$ cat src/pief_defines.svh
// Offsets, field positions, reset values and bus codes of the
// peripheral interrupt enable and flag block.
// Assumes inclusion by bare name from every file that needs it.
`ifndef PIEF_DEFINES_SVH
`define PIEF_DEFINES_SVH

`define PIEF_ADDR_W          8
`define PIEF_OFF_ENABLE      8'h8c
`define PIEF_OFF_FLAGS       8'h0c
`define PIEF_RST_ENABLE      8'h00
`define PIEF_RST_FLAGS       8'h00

`define PIEF_BIT_PARPORT     7
`define PIEF_BIT_ADC         6
`define PIEF_BIT_SER_RX      5
`define PIEF_BIT_SER_TX      4
`define PIEF_BIT_SYNC_SER    3
`define PIEF_BIT_CAPCOMP     2
`define PIEF_BIT_TIMER_TWO_MATCH  1
`define PIEF_BIT_TIMER_ONE_OVF    0

// Flags that mirror a peripheral level and ignore software writes
`define PIEF_FLAG_LEVEL_MASK 8'h30

`define PIEF_RESP_OKAY       2'h0
`define PIEF_RESP_SLVERR     2'h2

`endif

$ cat src/pief_pkg.sv
// Types shared by the peripheral interrupt enable and flag block.
// Assumes nothing of its surroundings.
package pief_pkg;

	typedef logic [7:0]  pief_byte_t;
	typedef logic [31:0] pief_word_t;
	typedef logic [7:0]  pief_addr_t;

endpackage

$ cat src/pief_top.sv
// Peripheral interrupt enable and flag block with an AXI4-Lite slave.
// Assumes peripherals and the core interrupt logic run on aclk.
//
// Summary of operation
// Enable register at 8Ch, eight read/write bits, zero after reset.
// Peripheral request reaches processor only with group enable and source enable.
// Flag register holds one flag per source, same positions as enables.
// Flags set on their event regardless of individual or global enable.
// Software should clear flags before setting their enables.
// Without parallel port, software keeps enable bit 7 at zero.
// Bits 7..0: parallel port, adc, rx, tx, sync serial, capcomp, timer2, timer1.
// Adc flag sets on conversion done and holds until software clears it.
`timescale 1ns/100ps
`default_nettype none
`include "pief_defines.svh"

module pief_top
	import pief_pkg::*;
(
	input  wire logic       aclk,
	input  wire logic       aresetn,
	input  wire pief_addr_t s_axi_awaddr,
	input  wire logic       s_axi_awvalid,
	output var  logic       s_axi_awready,
	input  wire pief_word_t s_axi_wdata,
	input  wire logic [3:0] s_axi_wstrb,
	input  wire logic       s_axi_wvalid,
	output var  logic       s_axi_wready,
	output var  logic [1:0] s_axi_bresp,
	output var  logic       s_axi_bvalid,
	input  wire logic       s_axi_bready,
	input  wire pief_addr_t s_axi_araddr,
	input  wire logic       s_axi_arvalid,
	output var  logic       s_axi_arready,
	output var  pief_word_t s_axi_rdata,
	output var  logic [1:0] s_axi_rresp,
	output var  logic       s_axi_rvalid,
	input  wire logic       s_axi_rready,
	input  wire logic       parallel_port_event,
	input  wire logic       adc_done_event,
	input  wire logic       serial_rx_level,
	input  wire logic       serial_tx_level,
	input  wire logic       sync_serial_event,
	input  wire logic       capcomp_one_event,
	input  wire logic       timer_two_match_event,
	input  wire logic       timer_one_ovf_event,
	input  wire logic       peripheral_group_enable,
	output var  logic       peripheral_irq
);

	////////////////////////////////////////////////////////////////////////////////
	// Address decode

	function automatic logic pief_hit(input pief_addr_t addr, input pief_addr_t off);
		pief_hit = (addr[7:2] == off[7:2]);
	endfunction

	localparam pief_addr_t OFF_ENABLE = `PIEF_OFF_ENABLE;
	localparam pief_addr_t OFF_FLAGS  = `PIEF_OFF_FLAGS;

	////////////////////////////////////////////////////////////////////////////////
	// Declarations

	pief_addr_t awaddr_r;
	pief_byte_t wdata_r;
	logic       wstrb0_r;
	logic       aw_full_r;
	logic       aw_full_nxt;
	logic       w_full_r;
	logic       w_full_nxt;
	logic       awready_r;
	logic       wready_r;
	logic       bvalid_r;
	logic       bvalid_nxt;
	logic [1:0] bresp_r;
	logic       arready_r;
	logic       rvalid_r;
	logic       rvalid_nxt;
	logic [1:0] rresp_r;
	pief_word_t rdata_r;
	logic       do_write;
	logic       do_read;
	logic       wr_enable;
	logic       wr_flags;
	pief_byte_t enable_r;
	pief_byte_t flags;
	pief_byte_t event_vec;
	pief_byte_t clear_mask;
	logic       irq_r;

	////////////////////////////////////////////////////////////////////////////////
	// Write channels: address and data accepted in either order

	assign do_write    = aw_full_r & w_full_r & ~bvalid_r;
	assign aw_full_nxt = do_write ? 1'b0 : (aw_full_r | (s_axi_awvalid & awready_r));
	assign w_full_nxt  = do_write ? 1'b0 : (w_full_r | (s_axi_wvalid & wready_r));
	assign bvalid_nxt  = do_write ? 1'b1 : (bvalid_r & ~s_axi_bready);

	always_ff @(posedge aclk) begin
		if (!aresetn) begin
			aw_full_r <= 1'b0;
			w_full_r  <= 1'b0;
			awready_r <= 1'b0;
			wready_r  <= 1'b0;
			bvalid_r  <= 1'b0;
		end else begin
			aw_full_r <= aw_full_nxt;
			w_full_r  <= w_full_nxt;
			awready_r <= ~aw_full_nxt;
			wready_r  <= ~w_full_nxt;
			bvalid_r  <= bvalid_nxt;
		end
	end

	always_ff @(posedge aclk) begin
		if (!aresetn) begin
			awaddr_r <= 8'h00;
		end else if (s_axi_awvalid && awready_r) begin
			awaddr_r <= s_axi_awaddr;
		end
	end

	always_ff @(posedge aclk) begin
		if (!aresetn) begin
			wdata_r  <= 8'h00;
			wstrb0_r <= 1'b0;
		end else if (s_axi_wvalid && wready_r) begin
			wdata_r  <= s_axi_wdata[7:0];
			wstrb0_r <= s_axi_wstrb[0];
		end
	end

	// Unmapped addresses answer SLVERR and change nothing
	always_ff @(posedge aclk) begin
		if (!aresetn) begin
			bresp_r <= `PIEF_RESP_OKAY;
		end else if (do_write) begin
			if (pief_hit(awaddr_r, OFF_ENABLE) || pief_hit(awaddr_r, OFF_FLAGS)) begin
				bresp_r <= `PIEF_RESP_OKAY;
			end else begin
				bresp_r <= `PIEF_RESP_SLVERR;
			end
		end
	end

	// Only byte lane 0 carries register bits
	assign wr_enable = do_write & wstrb0_r & pief_hit(awaddr_r, OFF_ENABLE);
	assign wr_flags  = do_write & wstrb0_r & pief_hit(awaddr_r, OFF_FLAGS);

	////////////////////////////////////////////////////////////////////////////////
	// Read channel

	assign do_read    = s_axi_arvalid & arready_r;
	assign rvalid_nxt = do_read ? 1'b1 : (rvalid_r & ~s_axi_rready);

	always_ff @(posedge aclk) begin
		if (!aresetn) begin
			arready_r <= 1'b0;
			rvalid_r  <= 1'b0;
		end else begin
			arready_r <= ~rvalid_nxt;
			rvalid_r  <= rvalid_nxt;
		end
	end

	always_ff @(posedge aclk) begin
		if (!aresetn) begin
			rdata_r <= 32'h0000_0000;
			rresp_r <= `PIEF_RESP_OKAY;
		end else if (do_read) begin
			if (pief_hit(s_axi_araddr, OFF_ENABLE)) begin
				rdata_r <= {24'h00_0000, enable_r};
				rresp_r <= `PIEF_RESP_OKAY;
			end else if (pief_hit(s_axi_araddr, OFF_FLAGS)) begin
				rdata_r <= {24'h00_0000, flags};
				rresp_r <= `PIEF_RESP_OKAY;
			end else begin
				rdata_r <= 32'h0000_0000;
				rresp_r <= `PIEF_RESP_SLVERR;
			end
		end
	end

	////////////////////////////////////////////////////////////////////////////////
	// Enable register; bit 7 is stored as written, software owns keeping it clear

	always_ff @(posedge aclk) begin
		if (!aresetn) begin
			enable_r <= `PIEF_RST_ENABLE;
		end else if (wr_enable) begin
			enable_r <= wdata_r; // see R1
		end
	end

	////////////////////////////////////////////////////////////////////////////////
	// Flags: writing one clears a sticky flag; level flags ignore writes

	always_comb begin
		event_vec                        = 8'h00;
		event_vec[`PIEF_BIT_PARPORT]     = parallel_port_event;
		event_vec[`PIEF_BIT_ADC]         = adc_done_event;
		event_vec[`PIEF_BIT_SER_RX]      = serial_rx_level;
		event_vec[`PIEF_BIT_SER_TX]      = serial_tx_level;
		event_vec[`PIEF_BIT_SYNC_SER]    = sync_serial_event;
		event_vec[`PIEF_BIT_CAPCOMP]     = capcomp_one_event;
		event_vec[`PIEF_BIT_TIMER_TWO_MATCH]  = timer_two_match_event;
		event_vec[`PIEF_BIT_TIMER_ONE_OVF]    = timer_one_ovf_event;
	end

	assign clear_mask = wr_flags ? wdata_r : 8'h00;

	pief_flag_bank u_pief_flag_bank (
		.aclk       (aclk),
		.aresetn    (aresetn),
		.event_in   (event_vec),
		.clear_mask (clear_mask),
		.flags      (flags)
	);

	////////////////////////////////////////////////////////////////////////////////
	// Request to the processor; stale flags fire as soon as enabled

	always_ff @(posedge aclk) begin
		if (!aresetn) begin
			irq_r <= 1'b0;
		end else begin
			irq_r <= peripheral_group_enable & (|(flags & enable_r)); // see R2
		end
	end

	////////////////////////////////////////////////////////////////////////////////
	// Outputs

	assign s_axi_awready  = awready_r;
	assign s_axi_wready   = wready_r;
	assign s_axi_bvalid   = bvalid_r;
	assign s_axi_bresp    = bresp_r;
	assign s_axi_arready  = arready_r;
	assign s_axi_rvalid   = rvalid_r;
	assign s_axi_rdata    = rdata_r;
	assign s_axi_rresp    = rresp_r;
	assign peripheral_irq = irq_r;

endmodule // pief_top
`default_nettype wire

$ cat src/pief_flag_bank.sv
// Peripheral interrupt flag storage.
// Assumes single-cycle event pulses from on-chip peripherals on aclk, and levels on bits 5 and 4.
`timescale 1ns/100ps
`default_nettype none
`include "pief_defines.svh"

module pief_flag_bank
	import pief_pkg::*;
(
	input  wire logic       aclk,
	input  wire logic       aresetn,
	input  wire pief_byte_t event_in,
	input  wire pief_byte_t clear_mask,
	output var  pief_byte_t flags
);

	localparam pief_byte_t LEVEL_MASK = `PIEF_FLAG_LEVEL_MASK;

	pief_byte_t flags_r;
	pief_byte_t flags_nxt;

	// Setting ignores every enable; a set in the clearing cycle wins
	assign flags_nxt = (LEVEL_MASK & event_in)
		| (~LEVEL_MASK & ((flags_r & ~clear_mask) | event_in)); // see R4

	always_ff @(posedge aclk) begin
		if (!aresetn) begin
			flags_r <= `PIEF_RST_FLAGS;
		end else begin
			flags_r <= flags_nxt;
		end
	end

	assign flags = flags_r;

endmodule // pief_flag_bank
`default_nettype wire

$ cat config.mk
export PLATFORM = sky130hd
export DESIGN_NAME = pief_top
export DESIGN_NICKNAME = d
export VERILOG_FILES = /design/src/pief_pkg.sv /design/src/pief_top.sv /design/src/pief_flag_bank.sv
export VERILOG_INCLUDE_DIRS = /design/src
export SDC_FILE = /design/constraint.sdc
export NUM_CORES = 1
export LEC_CHECK = 0
export BUFFER_PORTS_ARGS = -buffer_cell sky130_fd_sc_hd__buf_2
export CAP_MARGIN = 10
export CORE_ASPECT_RATIO = 1.4
export CORE_MARGIN = 2
export CORE_UTILIZATION = 45
export DETAILED_ROUTE_END_ITERATION = 6
export PLACE_DENSITY = 0.8
export SLEW_MARGIN = 20
export SYNTH_ARGS = -nofsm -noshare
export SYNTH_HDL_FRONTEND = slang
export SYNTH_SLANG_ARGS = --single-unit
$ cat constraint.sdc
create_clock -name aclk -period 2.7 [get_ports aclk]
set_clock_uncertainty 0.15 [all_clocks]
set_input_delay 0.135 -clock aclk [delete_from_list [all_inputs] [get_ports aclk]]
set_output_delay 0.135 -clock aclk [all_outputs]
set_load 0.03 [all_outputs]
=== Word-level counts from Yosys, hierarchy flattened ===
Index checks and enable logic that the tools add are counted.

* Bits of input ports: 68
* Word-level logic and storage cells: 58
* Flip-flop bits (word level): 77

* Equal/unequal tests: 4
* Reductions and logical operators: 4
* Bitwise logic cells: 24
* Muxes and demuxes: 10

{| class="wikitable"
|+ Operators with widths
! cell !! number
|-
| $mux W8 || 3
|-
| $and A8 B8 Y8 || 2
|-
| $eq A6 B2 Y1 const B || 2
|-
| $eq A6 B6 Y1 const B || 2
|-
| $and A1 B1 Y1 || 11
|-
| $not A8 Y8 || 1
|-
| $or A6 B8 Y8 || 1
|-
| $or A8 B8 Y8 || 1
|-
| $reduce_or A8 Y1 || 1
|-
| $mux W2 || 3
|-
| $not A1 Y1 || 6
|-
| $mux W1 || 4
|-
| $logic_and A1 B1 Y1 || 2
|-
| $or A1 B1 Y1 || 2
|-
| $logic_or A1 B1 Y1 || 1
|}

=== Logic depth before layout (Yosys ltp) ===
Gate-level depths: netlist of run 1.

* Depth in word-level cells: 9
* Depth in mapped cells: 4
* Mapped depth without buffers: 3

=== Cells and area by module ===
A second synthesis of run 1 with hierarchy kept.

* Cells, all modules: 248
* Area total of the unflattened synthesis: 2179.6 µm²

{| class="wikitable"
|+ By module, submodules not included
! module !! area each (µm²) !! cells an instance !! instances
|-
| pief_top || 1924.3 || 226 || 1
|-
| pief_flag_bank || 255.2 || 22 || 1
|}

=== Worst setup path after synthesis of run 1 ===
Ideal clock, no wire load.

* Kind: reg2reg
* From: register bvalid_r (netlist: s_axi_bvalid)
* To: register u_pief_flag_bank.flags_r[0] (netlist: u_pief_flag_bank.flags[0])
* Library setup time: 0.146 ns
* Required time: 2.404 ns
* Buffers on the path: 0
* Clock period less this slack: 1.719 ns
* Arrival time: 1.423 ns
* Cell stages (with the launch flop): 4
* Path slack: 0.981 ns
* Cell sequence: dfxtp_1 nand3b_1 nor4_1 a31oi_1

* Word-level cells in the longest chain between the ends: 9

{| class="wikitable"
|+ Ends and longest elaborated chain
! element !! line !! text
|-
| start: declaration || pief_top.sv:73 || <nowiki>logic bvalid_r;</nowiki>
|-
| start signal: assignment || pief_top.sv:111 || <nowiki>bvalid_r <= bvalid_nxt;</nowiki>
|-
| $not A1 Y1 || pief_top.sv:94 || <nowiki>assign do_write = aw_full_r & w_full_r & ~bvalid_r;</nowiki>
|-
| $and A1 B1 Y1 || pief_top.sv:94 ||
|-
| $and A1 B1 Y1 (2 in a row) || pief_top.sv:148 || <nowiki>assign wr_flags = do_write & wstrb0_r & pief_hit(awaddr_r, OFF_FLAGS);</nowiki>
|-
| $mux W8 || pief_top.sv:210 || <nowiki>assign clear_mask = wr_flags ? wdata_r : 8'h00;</nowiki>
|-
| $not A8 Y8 || pief_flag_bank.sv:24 || <nowiki>| (~LEVEL_MASK & ((flags_r & ~clear_mask) | event_in));</nowiki>
|-
| $and A8 B8 Y8 || pief_flag_bank.sv:24 ||
|-
| $or A8 B8 Y8 || pief_flag_bank.sv:24 ||
|-
| $or A6 B8 Y8 || pief_flag_bank.sv:24 ||
|-
| end signal: assignment || pief_flag_bank.sv:28 || <nowiki>flags_r <= `PIEF_RST_FLAGS;</nowiki>
|-
| end signal: assignment || pief_flag_bank.sv:30 || <nowiki>flags_r <= flags_nxt;</nowiki>
|-
| end: declaration || pief_flag_bank.sv:19 || <nowiki>pief_byte_t flags_r;</nowiki>
|}

No other way between the ends.
A chain may end at the register's enable or synchronous reset.

=== Final worst setup path of run 1 ===
* From: register bvalid_r (netlist: s_axi_bvalid)
* To: register enable_r[3]

* Word-level cells in the longest chain between the ends: 4

{| class="wikitable"
|+ Ends and longest elaborated chain
! element !! line !! text
|-
| $not A1 Y1 || pief_top.sv:94 ||
|-
| $and A1 B1 Y1 || pief_top.sv:94 ||
|-
| $and A1 B1 Y1 (2 in a row) || pief_top.sv:147 || <nowiki>assign wr_enable = do_write & wstrb0_r & pief_hit(awaddr_r, OFF_ENABLE);</nowiki>
|-
| end signal: assignment || pief_top.sv:189 || <nowiki>enable_r <= `PIEF_RST_ENABLE;</nowiki>
|-
| end signal: assignment || pief_top.sv:191 || <nowiki>enable_r <= wdata_r;</nowiki>
|-
| end: declaration || pief_top.sv:85 || <nowiki>pief_byte_t enable_r;</nowiki>
|}

No other way between the ends.

==> reports/results.txt, run 1 <==
The flow ran to the end, and the final reports show no timing, DRC or antenna violations. The logs give 78 for the iteration-0 DRC count of the detailed router and 60.9% for the fraction of the core area covered by cells at the end of the flow. The maximum clock frequency was 569 MHz; the area growth from synthesis to final layout was 30.1%. After Yosys synthesis, XOR and XNOR cells account for 0% of the synthesized area.

Hold violation count in the final report: 0. Together, buffers and inverters on the worst path number 0. In the synthesized netlist, the number of instances is 243. Family with the most delay on the worst path: simple AND/OR/NAND/NOR gates.

The worst setup path is launched from a register. The most repeated cell in the gate-level netlist after synthesis was sky130_fd_sc_hd__nand2_1. The static leakage was 1.13 nW. By count the netlist is led by 53 x sky130_fd_sc_hd__nand2_1, 49 x sky130_fd_sc_hd__dfxtp_1, 26 x sky130_fd_sc_hd__a21oi_1, 26 x sky130_fd_sc_hd__buf_4.

The number of max-slew violations in the final report was 0. The logs give 2 for the H-tree depth and 29 for the row count. In this run the worst path has a maximum fanout of 8. For the worst setup path, the data arrival time is 1840 ps.

Floorplan die width: 62.0 um. The path class of the tightest hold or removal check is input port to register. In this run the post-CTS setup repair buffer count came out at 0. Walking the worst path, the cells encountered are nand3b_1 -> nor4_4 -> mux2i_1.

The tool flagged a number of max-cap violations equal to 0. The region available for standard cell placement spans 4540 um2. The overflow left after global routing was 0; the first-pass GRT wire length was 7470 um. The total power density per cell area works out to 526 nW/um2.

In this run, CTS created clock tree buffers numbering 5. In this run the tightest slew margin relative to its limit is 39.2%. Of the cells placed in the final design, the portion with a size suffix greater than 1 is 22.1%. The tools report the slack of the critical path as 942 ps.

TritonCTS built the clock tree. Cell type of the slowest stage on the worst timing path: sky130_fd_sc_hd__nor4_4. The share of flip-flops with an asynchronous set or reset was 0%.

Number of buffers added on ports: 52. The tools report the hold slack as 48.6 ps. The area fraction of the dominant cell type after synthesis came out at 46.2%.

After detailed routing, the average wire length per cell comes to 11.7 um. Summing the areas of all and, or, nand and nor instances in the mapped netlist gives 21.1% of the synthesized area. The total vias in the final route is 1848, and the post-synthesis compound-gate area fraction is 11.8%.

The netlist uses 29 different library cells. The type of the setup path with the least slack is register to register. After synthesis, the largest family of logic cells by area is simple AND/OR/NAND/NOR gates.

The minimum setup slack after placement is 949 ps, and the number of gates given a new drive strength after cts is 0. The dominant register cell in the synthesized netlist was sky130_fd_sc_hd__dfxtp_1. After the last flow step, the layout net total stands at 393. Setup repair after global routing left no endpoint under its margin. The worst setup path is captured at a register. For the pin with the worst max-slew slack, the measured transition is 911 ps. STA puts the critical path data required time at 2780 ps.

The number of vias per cell is 4.76, and the final critical-path required period is 1760 ps. Entering global routing, the biggest net connects 30 pins. Synthesis inferred 49 register bits.

VDD sags by at most 305 uV. Floorplan die height: 85.3 um. The largest total area in the synthesized netlist belongs to sky130_fd_sc_hd__dfxtp_1. The mapped netlist covers 2120 um2.

After detailed routing, the number of remaining DRC violations is 0. The overall fraction of global-route tracks in use was 18.7%; the register clock-pin slew on the reported worst setup and hold paths was 90 ps. The repair_antennas step left the layout with diodes totalling 0. The initial utilization of the core area, before any placement, comes to 46.8%. The tools report the sequential area share after synthesis as 46.2%.

For the I/O pin count, the log shows 110. For this run, the detailed router's first-pass iteration total came to 4. Share of synthesized cell area in full adder, half adder and majority cells: 0%. The hold buffer count at cts was 33; the routed wire length was 4540 um. On the worst path, the slowest cell contributes a delay of 660 ps. The run gives 3010 um as the final HPWL from detailed placement. For the remaining antenna violation count, the log shows 0.

The root buffer cell chosen for the clock tree is sky130_fd_sc_hd__clkbuf_8. The number of antenna violations at the first check in global routing was 0. The number of flops mapped to enable cells by yosys came out at 0. The logs give 0 ps for the total negative slack for setup checks and 0 for the number of setup violations in the final report.

In this run the deepest clock path goes through 2 buffers. The portion of synthesized area spent on multiplexers is 8.49%. The run gives 1782 as the via count of the first global-routing pass. By area the synthesized netlist is led by sky130_fd_sc_hd__dfxtp_1 46%, sky130_fd_sc_hd__nand2_1 9.4%, sky130_fd_sc_hd__buf_4 9.2%, sky130_fd_sc_hd__a21oi_1 6.1%, sky130_fd_sc_hd__mux2i_1 4.2%.

For this design, the sink count on the clock tree is 49. For the Yosys warning count, the log shows 0. Synthesized area per cell: 8.73 um2. The fraction of the cycle the final worst path needs is 65.1%. Routability-driven placement finished with a final weighted congestion of 0.769.

The floorplan step defined a die boundary enclosing 5290 um2. The insertion delay of the later-clocked pin in the worst-skew pair is 300 ps.
[cell families after synthesis]
group / after synthesis
AND/OR/NAND/NOR: 88
flip-flops: 49
AO/OA/AOI/OAI: 45
buffers and inverters: 43
multiplexers: 17
other: 1
[cell usage in the layout (no fill, tap or decap)]
master and n:
sky130_fd_sc_hd__nor2b_1 1, sky130_fd_sc_hd__mux2i_1 9, sky130_fd_sc_hd__nand4_1 8, sky130_fd_sc_hd__a21oi_1 26
sky130_fd_sc_hd__a31oi_1 6, sky130_fd_sc_hd__buf_4 1, sky130_fd_sc_hd__and3_1 1, sky130_fd_sc_hd__o21ai_0 7
sky130_fd_sc_hd__nor4_1 1, sky130_fd_sc_hd__dfxtp_1 49, sky130_fd_sc_hd__conb_1 26, sky130_fd_sc_hd__a41oi_1 1
sky130_fd_sc_hd__nand3b_1 1, sky130_fd_sc_hd__or2b_1 1, sky130_fd_sc_hd__nor4_4 1, sky130_fd_sc_hd__nand2b_1 2
sky130_fd_sc_hd__nand3_1 6, sky130_fd_sc_hd__nor4b_2 1, sky130_fd_sc_hd__mux2_2 8, sky130_fd_sc_hd__clkinv_2 1
sky130_fd_sc_hd__buf_2 52, sky130_fd_sc_hd__inv_1 7, sky130_fd_sc_hd__dlygate4sd3_1 33, sky130_fd_sc_hd__nor3_1 2
sky130_fd_sc_hd__nand2_1 53, sky130_fd_sc_hd__nand4bb_4 1, sky130_fd_sc_hd__a311oi_1 1, sky130_fd_sc_hd__and2_1 6
sky130_fd_sc_hd__clkbuf_8 7, sky130_fd_sc_hd__a22oi_1 4, sky130_fd_sc_hd__nor2_1 3
[metal layers]
layer / part of all wire, % / up-vias / GRT usage, %
li1: - / 943 / -
met1: 42 / 843 / 21.0
met2: 51 / 57 / 32.3
met3: 4.8 / 5 / 3.35
met4: 2.1 / 0 / 8.90
met5: 0 / - / 0
[layout make-up]
class / instances / area (um2)
Tap cell: 62 / 77.6
Fill cell: 414 / 1780
Clock buffer: 7 / 96.3
Inverter: 7 / 26.3
Multi-Input combinational cell: 176 / 976
Sequential cell: 49 / 981
Timing Repair Buffer: 86 / 598
Clock inverter: 1 / 5.00
[through the flow]
step	instances	area (um2)	total power, mW
5_1_grt	388	2760	1.51
6_report	388	2760	1.45
4_1_cts	388	2760	1.46
3_5_place_dp	347	2330	0.962
2_1_floorplan	268	2220	0.942
3_3_place_gp	347	2330	0.958
[worst min-delay path, stage by stage]
cell and delay [ps]:
sky130_fd_sc_hd__buf_2 80, sky130_fd_sc_hd__nor4b_2 80, sky130_fd_sc_hd__nand4_1 100, sky130_fd_sc_hd__a21oi_1 60
[power by group]
part	switching (mW)	internal [mW]
logic	0.129	0.0826
clock network	0.236	0.232
registers	0.0219	0.751
total	0.386	1.06
[state kept, by name, indices dropped and copies added (netlist names), 6 cells and up]
signal	count
enable_r	8
s_axi_rdata	8
u_pief_flag_bank.flags	8
wdata_r	8
awaddr_r	6
[final timing paths]
path / cells after the start / end / from / slack [ps]
hold reg to reg: 2 / s_axi_rdata[3] / s_axi_rdata[3] / 300
setup / recovery: 3 / enable_r[3] / s_axi_bvalid / 940
hold / removal: 4 / s_axi_rdata[1] / s_axi_araddr[6] / 50
setup reg to reg: 3 / enable_r[3] / s_axi_bvalid / 940
(Power assumes the default switching activity.)
==> inputs of run 2 (changes only) <==
--- a/config.mk
+++ b/config.mk
@@ -10,9 +10,9 @@
 export CAP_MARGIN = 10
 export CORE_ASPECT_RATIO = 1.4
 export CORE_MARGIN = 2
-export CORE_UTILIZATION = 45
+export CORE_UTILIZATION = 40
 export DETAILED_ROUTE_END_ITERATION = 6
-export PLACE_DENSITY = 0.8
+export PLACE_DENSITY = 0.75
 export SLEW_MARGIN = 20
 export SYNTH_ARGS = -nofsm -noshare
 export SYNTH_HDL_FRONTEND = slang
==> constraint.sdc (replaced) <==
create_clock -name aclk -period 1.6 [get_ports aclk]
set_clock_uncertainty 0.15 [all_clocks]
set_input_delay 0.08 -clock aclk [delete_from_list [all_inputs] [get_ports aclk]]
set_output_delay 0.08 -clock aclk [all_outputs]
set_load 0.03 [all_outputs]
==> reports/results.txt, run 2 (same netlist as run 1, synthesis figures left out) <==
The run finished with clean final reports. The classification of the worst-slack hold path is input port to register (unchanged). The initial standard-cell utilization of the core was 41.1% (was 46.8%). The static leakage came out at 1.15 nW (was 1.13 nW).

The hold violation count in the final report was 0 (unchanged). The cell total after placement was 357 (was 347). The run gives 15.4% (was 14.6%) as the share of total power in combinational logic. The element type at the critical path start is a register (unchanged). The total clock sinks came out at 49 (unchanged). The routed wire length was 4390 um (was 4540 um); the instance area at placement was 2410 um2 (was 2330 um2). The insertion delay of the later-clocked pin in the worst-skew pair is 290 ps (was 300 ps), and the number of cells traversed by the worst hold path is 3 (was 4). The fraction of the cycle the final worst path needs came out at 92.0% (was 65.1%). The multi-input gate area in the final layout is 982 um2 (was 976 um2), and the via count of the first global-routing pass is 1761 (was 1782). The count of antenna diodes in the layout is 0 (unchanged), and the number of vias per cell is 4.61 (was 4.76).

Final critical-path required period: 1470 ps (was 1760 ps). The tools report the DRC violation count after routing as 0 (unchanged). The first-pass iteration count of the detailed router is 4 (unchanged), and the layout cell share with drive strength beyond 1 is 24.1% (was 22.1%). The switching component of the power came out at 0.657 mW (was 0.386 mW).

The type of the setup path with the least slack is register to register (unchanged). Top library cells by usage in the layout, fill and taps aside: 53 x sky130_fd_sc_hd__nand2_1, 52 x sky130_fd_sc_hd__buf_2, 47 x sky130_fd_sc_hd__dfxtp_1, 33 x sky130_fd_sc_hd__dlygate4sd3_1 (was 53 x sky130_fd_sc_hd__nand2_1, 52 x sky130_fd_sc_hd__buf_2, 49 x sky130_fd_sc_hd__dfxtp_1, 33 x sky130_fd_sc_hd__dlygate4sd3_1). The total power density per cell area is 842 nW/um2 (was 526 nW/um2), and the final standard cell area without fillers is 2830 um2 (was 2760 um2). Number of max-cap violations: 0 (unchanged).

The maximum clock frequency is 680 MHz (was 569 MHz), and the signal arrival time at the worst endpoint is 1550 ps (was 1840 ps). The register clock-pin slew on the reported worst setup and hold paths was 90 ps (about the same); the row count was 31 (was 29). The tools report the clock group share of total power as 29.8% (was 32.2%). The cell count of the worst reg-to-reg path came out at 3 (unchanged). The logs give 398 (was 388) for the final standard cell count with taps included and fillers excluded and 5910 um2 (was 5290 um2) for the total die area.

For the H-tree depth, the log shows 2 (unchanged). Top layer reached by signal wires: met4 (unchanged). Floorplan die height: 90.2 um (was 85.3 um). Remaining antenna violation count: 0 (unchanged). The number of setup violations in the final report came out at 0 (unchanged). The number of max-slew violations in the final report is 0 (unchanged), and the first-pass GRT wire length is 7380 um (was 7470 um). The sum of internal, switching and leakage power came out at 2.38 mW (was 1.45 mW). The total negative slack for setup checks is 0 ps (unchanged), and the power share of the sequential group is 54.8% (was 53.2%).

The detail-routed net length per standard cell is 11.0 um (was 11.7 um). The fraction of the core area covered by cells at the end of the flow is 54.9% (was 60.9%), and the number of antenna violations at the first check in global routing is 0 (unchanged). TritonCTS built the clock tree.

The number of filler cells placed in the layout came out at 514 (was 414). Total length of routed met2 wires: 2350 um (was 2330 um). For the final weighted congestion in routability-driven placement, the log shows 0.724 (was 0.769). The root buffer selected by CTS was sky130_fd_sc_hd__clkbuf_8 (unchanged). The maximum vdd ir drop came out at 575 uV (was 305 uV). The number of buffers added on ports is 52 (unchanged). The tools report the number of CTS-inserted buffers as 5 (unchanged).

The floorplan die width is 65.6 um (was 62.0 um), and the number of buffers between clock root and the deepest sink is 2 (unchanged). The total vias in the final route is 1834 (was 1848), and the iteration-0 DRC count of the detailed router is 51 (was 78). Most frequent standard cell in the layout excluding fill and tap cells: sky130_fd_sc_hd__nand2_1 (unchanged). The number of buffers inserted to repair setup after CTS was 0 (unchanged).

The top fanout value on the critical path is 8 (unchanged). The logs give 983 um2 (was 981 um2) for the area occupied by registers and 29 (was 30) for the largest net degree at the start of global routing. The tools report the element type at the critical path end as a register (unchanged). The required time at the endpoint of the critical path came out at 1680 ps (was 2780 ps). The final-stage net count was 399 (was 393); the I/O pin count was 110 (unchanged). The overall fraction of global-route tracks in use was 15.8% (was 18.7%); the wire length on met1 was 1740 um (was 1900 um).

The overflow left after global routing is 0 (unchanged), and the proportion of total power due to net switching is 27.6% (was 26.6%). The area growth from synthesis to final layout was 33.4% (was 30.1%); the cell-internal power was 1.72 mW (was 1.06 mW). The core outline area was 5160 um2 (was 4540 um2).

Setup repair after global routing left no endpoint under its margin. The tools report the final HPWL from detailed placement as 3140 um (was 3010 um). The tools report the met3 layer wire length in the routed design as 258 um (was 216 um).
[run 2: metrics by stage]
| stage | hold slack [ps] | worst slack (ps) |
|---|---|---|
| finish | 60.0 | 129 |
| detailed placement | 159 | 125 |
| global placement | 153 | 165 |
| floorplan | 49.5 | 37.1 |
| CTS | 62.5 | 106 |
| global route | 99.7 | 74.1 |
[run 2: final timing paths]
kind / slack, ps / to / start
setup / recovery: 130 / awaddr_r[6] / s_axi_awready
hold / removal: 60 / s_axi_rdata[0] / aresetn
setup reg to reg: 130 / awaddr_r[6] / s_axi_awready
hold reg to reg: 300 / s_axi_rdata[0] / s_axi_rdata[0]
[run 2: repair_timing]
action,4_1_cts,5_1_grt
hold buffers,33,0
setup endpoints to repair,0,5
gates resized for setup,0,1
endpoints found under the hold margin,36,0
[run 2: cell type report]
class	count	area share (%)
inverter	7	0.928
sequential	49	34.7
clock inverter	2	0.531
clock buffer	6	2.56
timing repair buffer	92	23.6
multi-input combinational	176	34.7
tap	66	2.92
[run 2: layer usage]
layer	up-vias	track usage [%]
li1	950	-
met5	-	0
met4	0	4.17
met1	815	16.4
met3	5	4.26
met2	64	30.1
[run 2: power by group through the flow]
| stage | sequential, mW | combinational, mW | clock [mW] |
|---|---|---|---|
| 5_1_grt | 1.31 | 0.405 | 0.787 |
| 4_1_cts | 1.30 | 0.367 | 0.738 |
| 6_report | 1.30 | 0.367 | 0.711 |
| 3_3_place_gp | 1.33 | 0.302 | 0 |
| 3_5_place_dp | 1.33 | 0.307 | 0 |
| 2_1_floorplan | 1.35 | 0.243 | 0 |
[run 2: critical path, stage by stage, from the launching register on]
cell	delay (ps)
sky130_fd_sc_hd__dfxtp_2	420
sky130_fd_sc_hd__nand3_1	110
sky130_fd_sc_hd__dlygate4sd3_1	570
sky130_fd_sc_hd__a21oi_1	140
==> inputs of run 3 (changes only) <==
--- a/config.mk
+++ b/config.mk
@@ -10,10 +10,11 @@
 export CAP_MARGIN = 10
 export CORE_ASPECT_RATIO = 1.4
 export CORE_MARGIN = 2
-export CORE_UTILIZATION = 40
+export CORE_UTILIZATION = 41
 export DETAILED_ROUTE_END_ITERATION = 6
-export PLACE_DENSITY = 0.75
+export PLACE_DENSITY = 0.76
 export SLEW_MARGIN = 20
 export SYNTH_ARGS = -nofsm -noshare
 export SYNTH_HDL_FRONTEND = slang
+export SYNTH_HIERARCHICAL = 1
 export SYNTH_SLANG_ARGS = --single-unit
==> reports/results.txt, run 3 <==
The run finished with clean final reports. The floorplan die width is 65.4 um (was 65.6 um). For the I/O pin count, the log shows 110 (unchanged).

Number of buffers added on ports: 52 (unchanged). The register clock-pin slew on the reported worst setup and hold paths is 90 ps (about the same). Classification of the worst-slack hold path: input port to register (unchanged). The layout cell share with drive strength beyond 1 is 25.3% (was 24.1%). TritonCTS built the clock tree. The run gives 494 (was 514) as the number of filler cells placed in the layout.

Worst path cell trace: nand3b_1 -> buf_6 -> nor4_4 -> buf_12 -> mux2i_1 (was nand3_1 -> dlygate4sd3_1 -> a21oi_1). Fraction of the cycle the final worst path needs: 99.0% (was 92.0%). For the H-tree depth, the log shows 2 (unchanged).

The most frequent standard cell in the layout excluding fill and tap cells was sky130_fd_sc_hd__nand2_1 (unchanged). The synthesized area is 2170 um2 (was 2120 um2). The Yosys warning count came out at 6 (was 0).

Hold violation count in the final report: 0 (unchanged). For the number of buffers between clock root and the deepest sink, the log shows 2 (unchanged). Overall fraction of global-route tracks in use: 16.3% (was 15.8%). For the final standard cell area without fillers, the log shows 2930 um2 (was 2830 um2). The tools report the count of antenna diodes in the layout as 0 (unchanged). Top library cells by usage in the layout, fill and taps aside: 53 x sky130_fd_sc_hd__nand2_1, 52 x sky130_fd_sc_hd__buf_2, 44 x sky130_fd_sc_hd__dfxtp_1, 33 x sky130_fd_sc_hd__dlygate4sd3_1 (was 53 x sky130_fd_sc_hd__nand2_1, 52 x sky130_fd_sc_hd__buf_2, 47 x sky130_fd_sc_hd__dfxtp_1, 33 x sky130_fd_sc_hd__dlygate4sd3_1).

The initial standard-cell utilization of the core is 42.3% (was 41.1%). The number of CTS-inserted buffers was 5 (unchanged). The floorplan die height was 90.0 um (was 90.2 um). The synthesized area per cell works out to 8.81 um2 (was 8.73 um2).

The critical path's largest stage delay came out at 320 ps (was 570 ps). The number of max-slew violations in the final report was 0 (unchanged); the iteration-0 DRC count of the detailed router was 62 (was 51). For the hold slack, the log shows 48.0 ps (was 60.0 ps). The run gives 3200 um (was 3140 um) as the final HPWL from detailed placement.

The required time at the endpoint of the critical path was 1680 ps (about the same). The type of the setup path with the least slack was register to register (unchanged). The core outline area was 5120 um2 (was 5160 um2); the area growth from synthesis to final layout was 35.2% (was 33.4%). The run gives 0 (unchanged) as the number of antenna violations at the first check in global routing. Detail-routed net length per standard cell: 11.4 um (was 11.0 um). Setup repair after global routing could not meet its margin everywhere. The number of vias per cell is 4.62 (was 4.61), and the number of max-cap violations is 0 (unchanged).

The via count of the first global-routing pass was 1769 (was 1761). The logs give 4 (unchanged) for the first-pass iteration count of the detailed router and 5890 um2 (was 5910 um2) for the total die area. The final-stage net count was 403 (was 399). Remaining antenna violation count: 0 (unchanged).

The root buffer selected by CTS is sky130_fd_sc_hd__clkbuf_8 (unchanged). The top fanout value on the critical path is 8 (unchanged), and the overflow left after global routing is 0 (unchanged). Final critical-path required period: 1580 ps (was 1470 ps). The DRC violation count after routing came out at 0 (unchanged).

The run gives 0.719 (was 0.724) as the final weighted congestion in routability-driven placement. The sum of internal, switching and leakage power was 2.57 mW (was 2.38 mW). The element type at the critical path end was a register (unchanged). The total power density per cell area is 878 nW/um2 (was 842 nW/um2).

The logs give 0 (unchanged) for the number of setup violations in the final report and 4570 um (was 4390 um) for the routed wire length. The number of standard cells after synthesis is 246 (was 243), and the largest net degree at the start of global routing is 28 (was 29). The tools report the total clock sinks as 49 (unchanged). The maximum vdd ir drop is 609 uV (was 575 uV).

For the area occupied by registers, the log shows 987 um2 (was 983 um2). First-pass GRT wire length: 7580 um (was 7380 um). The tools report the static leakage as 1.19 nW (was 1.15 nW). The maximum clock frequency is 631 MHz (was 680 MHz), and the insertion delay of the later-clocked pin in the worst-skew pair is 300 ps (was 290 ps). The element type at the critical path start was a register (unchanged). For the signal arrival time at the worst endpoint, the log shows 1660 ps (was 1550 ps).

The run gives 1050 um2 (was 982 um2) as the multi-input gate area in the final layout. The tools report the total vias in the final route as 1856 (was 1834). The instance area at placement is 2460 um2 (was 2410 um2). The cell type of the slowest stage on the worst timing path is sky130_fd_sc_hd__dfxtp_2 (was sky130_fd_sc_hd__dlygate4sd3_1).

Row count: 31 (unchanged).
-- run 3: changes by cell type in the layout (fill, tap and decap cells not counted), sizes merged, moves of 2 or more --
| cell | change |
|---|---|
| o21ai | -7 |
| a31oi | -6 |
| inv | -6 |
| nor2b | +6 |
| o21a | +6 |
| and2 | +5 |
| buf | +2 |
| clkinvlp | -2 |
| nor2 | +2 |
-- run 3: final cells by class --
| cell class | instances | share of cell area, % |
|---|---|---|
| Clock buffer | 7 | 2.95 |
| Clock inverter | 1 | 1.03 |
| Inverter | 1 | 0.128 |
| Multi-Input combinational cell | 184 | 35.9 |
| Sequential cell | 49 | 33.7 |
| Tap cell | 66 | 2.82 |
| Timing Repair Buffer | 94 | 23.5 |
-- run 3: path summary, 6_finish.rpt --
path | start | end | slack [ps] | depth (start not counted)
worst max register to register | s_axi_bvalid | enable_r[5] | 20 | 5
worst min register to register | s_axi_rdata[3] | s_axi_rdata[3] | 300 | 2
worst min-delay path | s_axi_awvalid | s_axi_awready | 50 | 4
worst max-delay path | s_axi_bvalid | enable_r[5] | 20 | 5
-- run 3: power breakdown --
group | total (mW) | switching (mW) | internal (mW)
Sequential | 1.31 | 0.0379 | 1.27
Combinational | 0.372 | 0.218 | 0.154
Clock | 0.894 | 0.384 | 0.509
-- run 3: repair_timing --
| item | in CTS | in global routing |
|---|---|---|
| resized for setup | 0 | 5 |
| pin swaps | 1 | 5 |
| endpoints found under the hold margin | 36 | 0 |
| buffers inserted | 0 | 2 |
| hold buffers | 33 | 0 |
| endpoints found under the setup margin | 5 | 20 |
-- run 3: per-layer routing --
metal	GRT usage [%]	wire length (um)	part of all wire, %
met1	16.6	1730	38
met2	30.3	2550	56
met3	3.63	195	4.3
met4	7.47	93	2.0
met5	0	0	0
-- run 3: per-stage QoR --
| stage | instances | setup WS (ps) | utilization, % | TNS [ps] |
|---|---|---|---|---|
| floorplan | 271 | 9.56 | - | 0 |
| global placement | 359 | 3.60 | 48.0 | 0 |
| detailed placement | 359 | -15.6 | 48.0 | -23.6 |
| CTS | 400 | 8.13 | 56.7 | 0 |
| global route | 402 | -72.7 | 57.2 | -459 |
| finish | 402 | 16.1 | 57.2 | 0 |
-- run 3: critical path: cells and delay by family, from the launching register on --
kind / cells / cell delay, ps
buffers and inverters: 2 / 340
flip-flops: 1 / 320
multiplexers: 1 / 170
AND/OR/NAND/NOR: 2 / 520
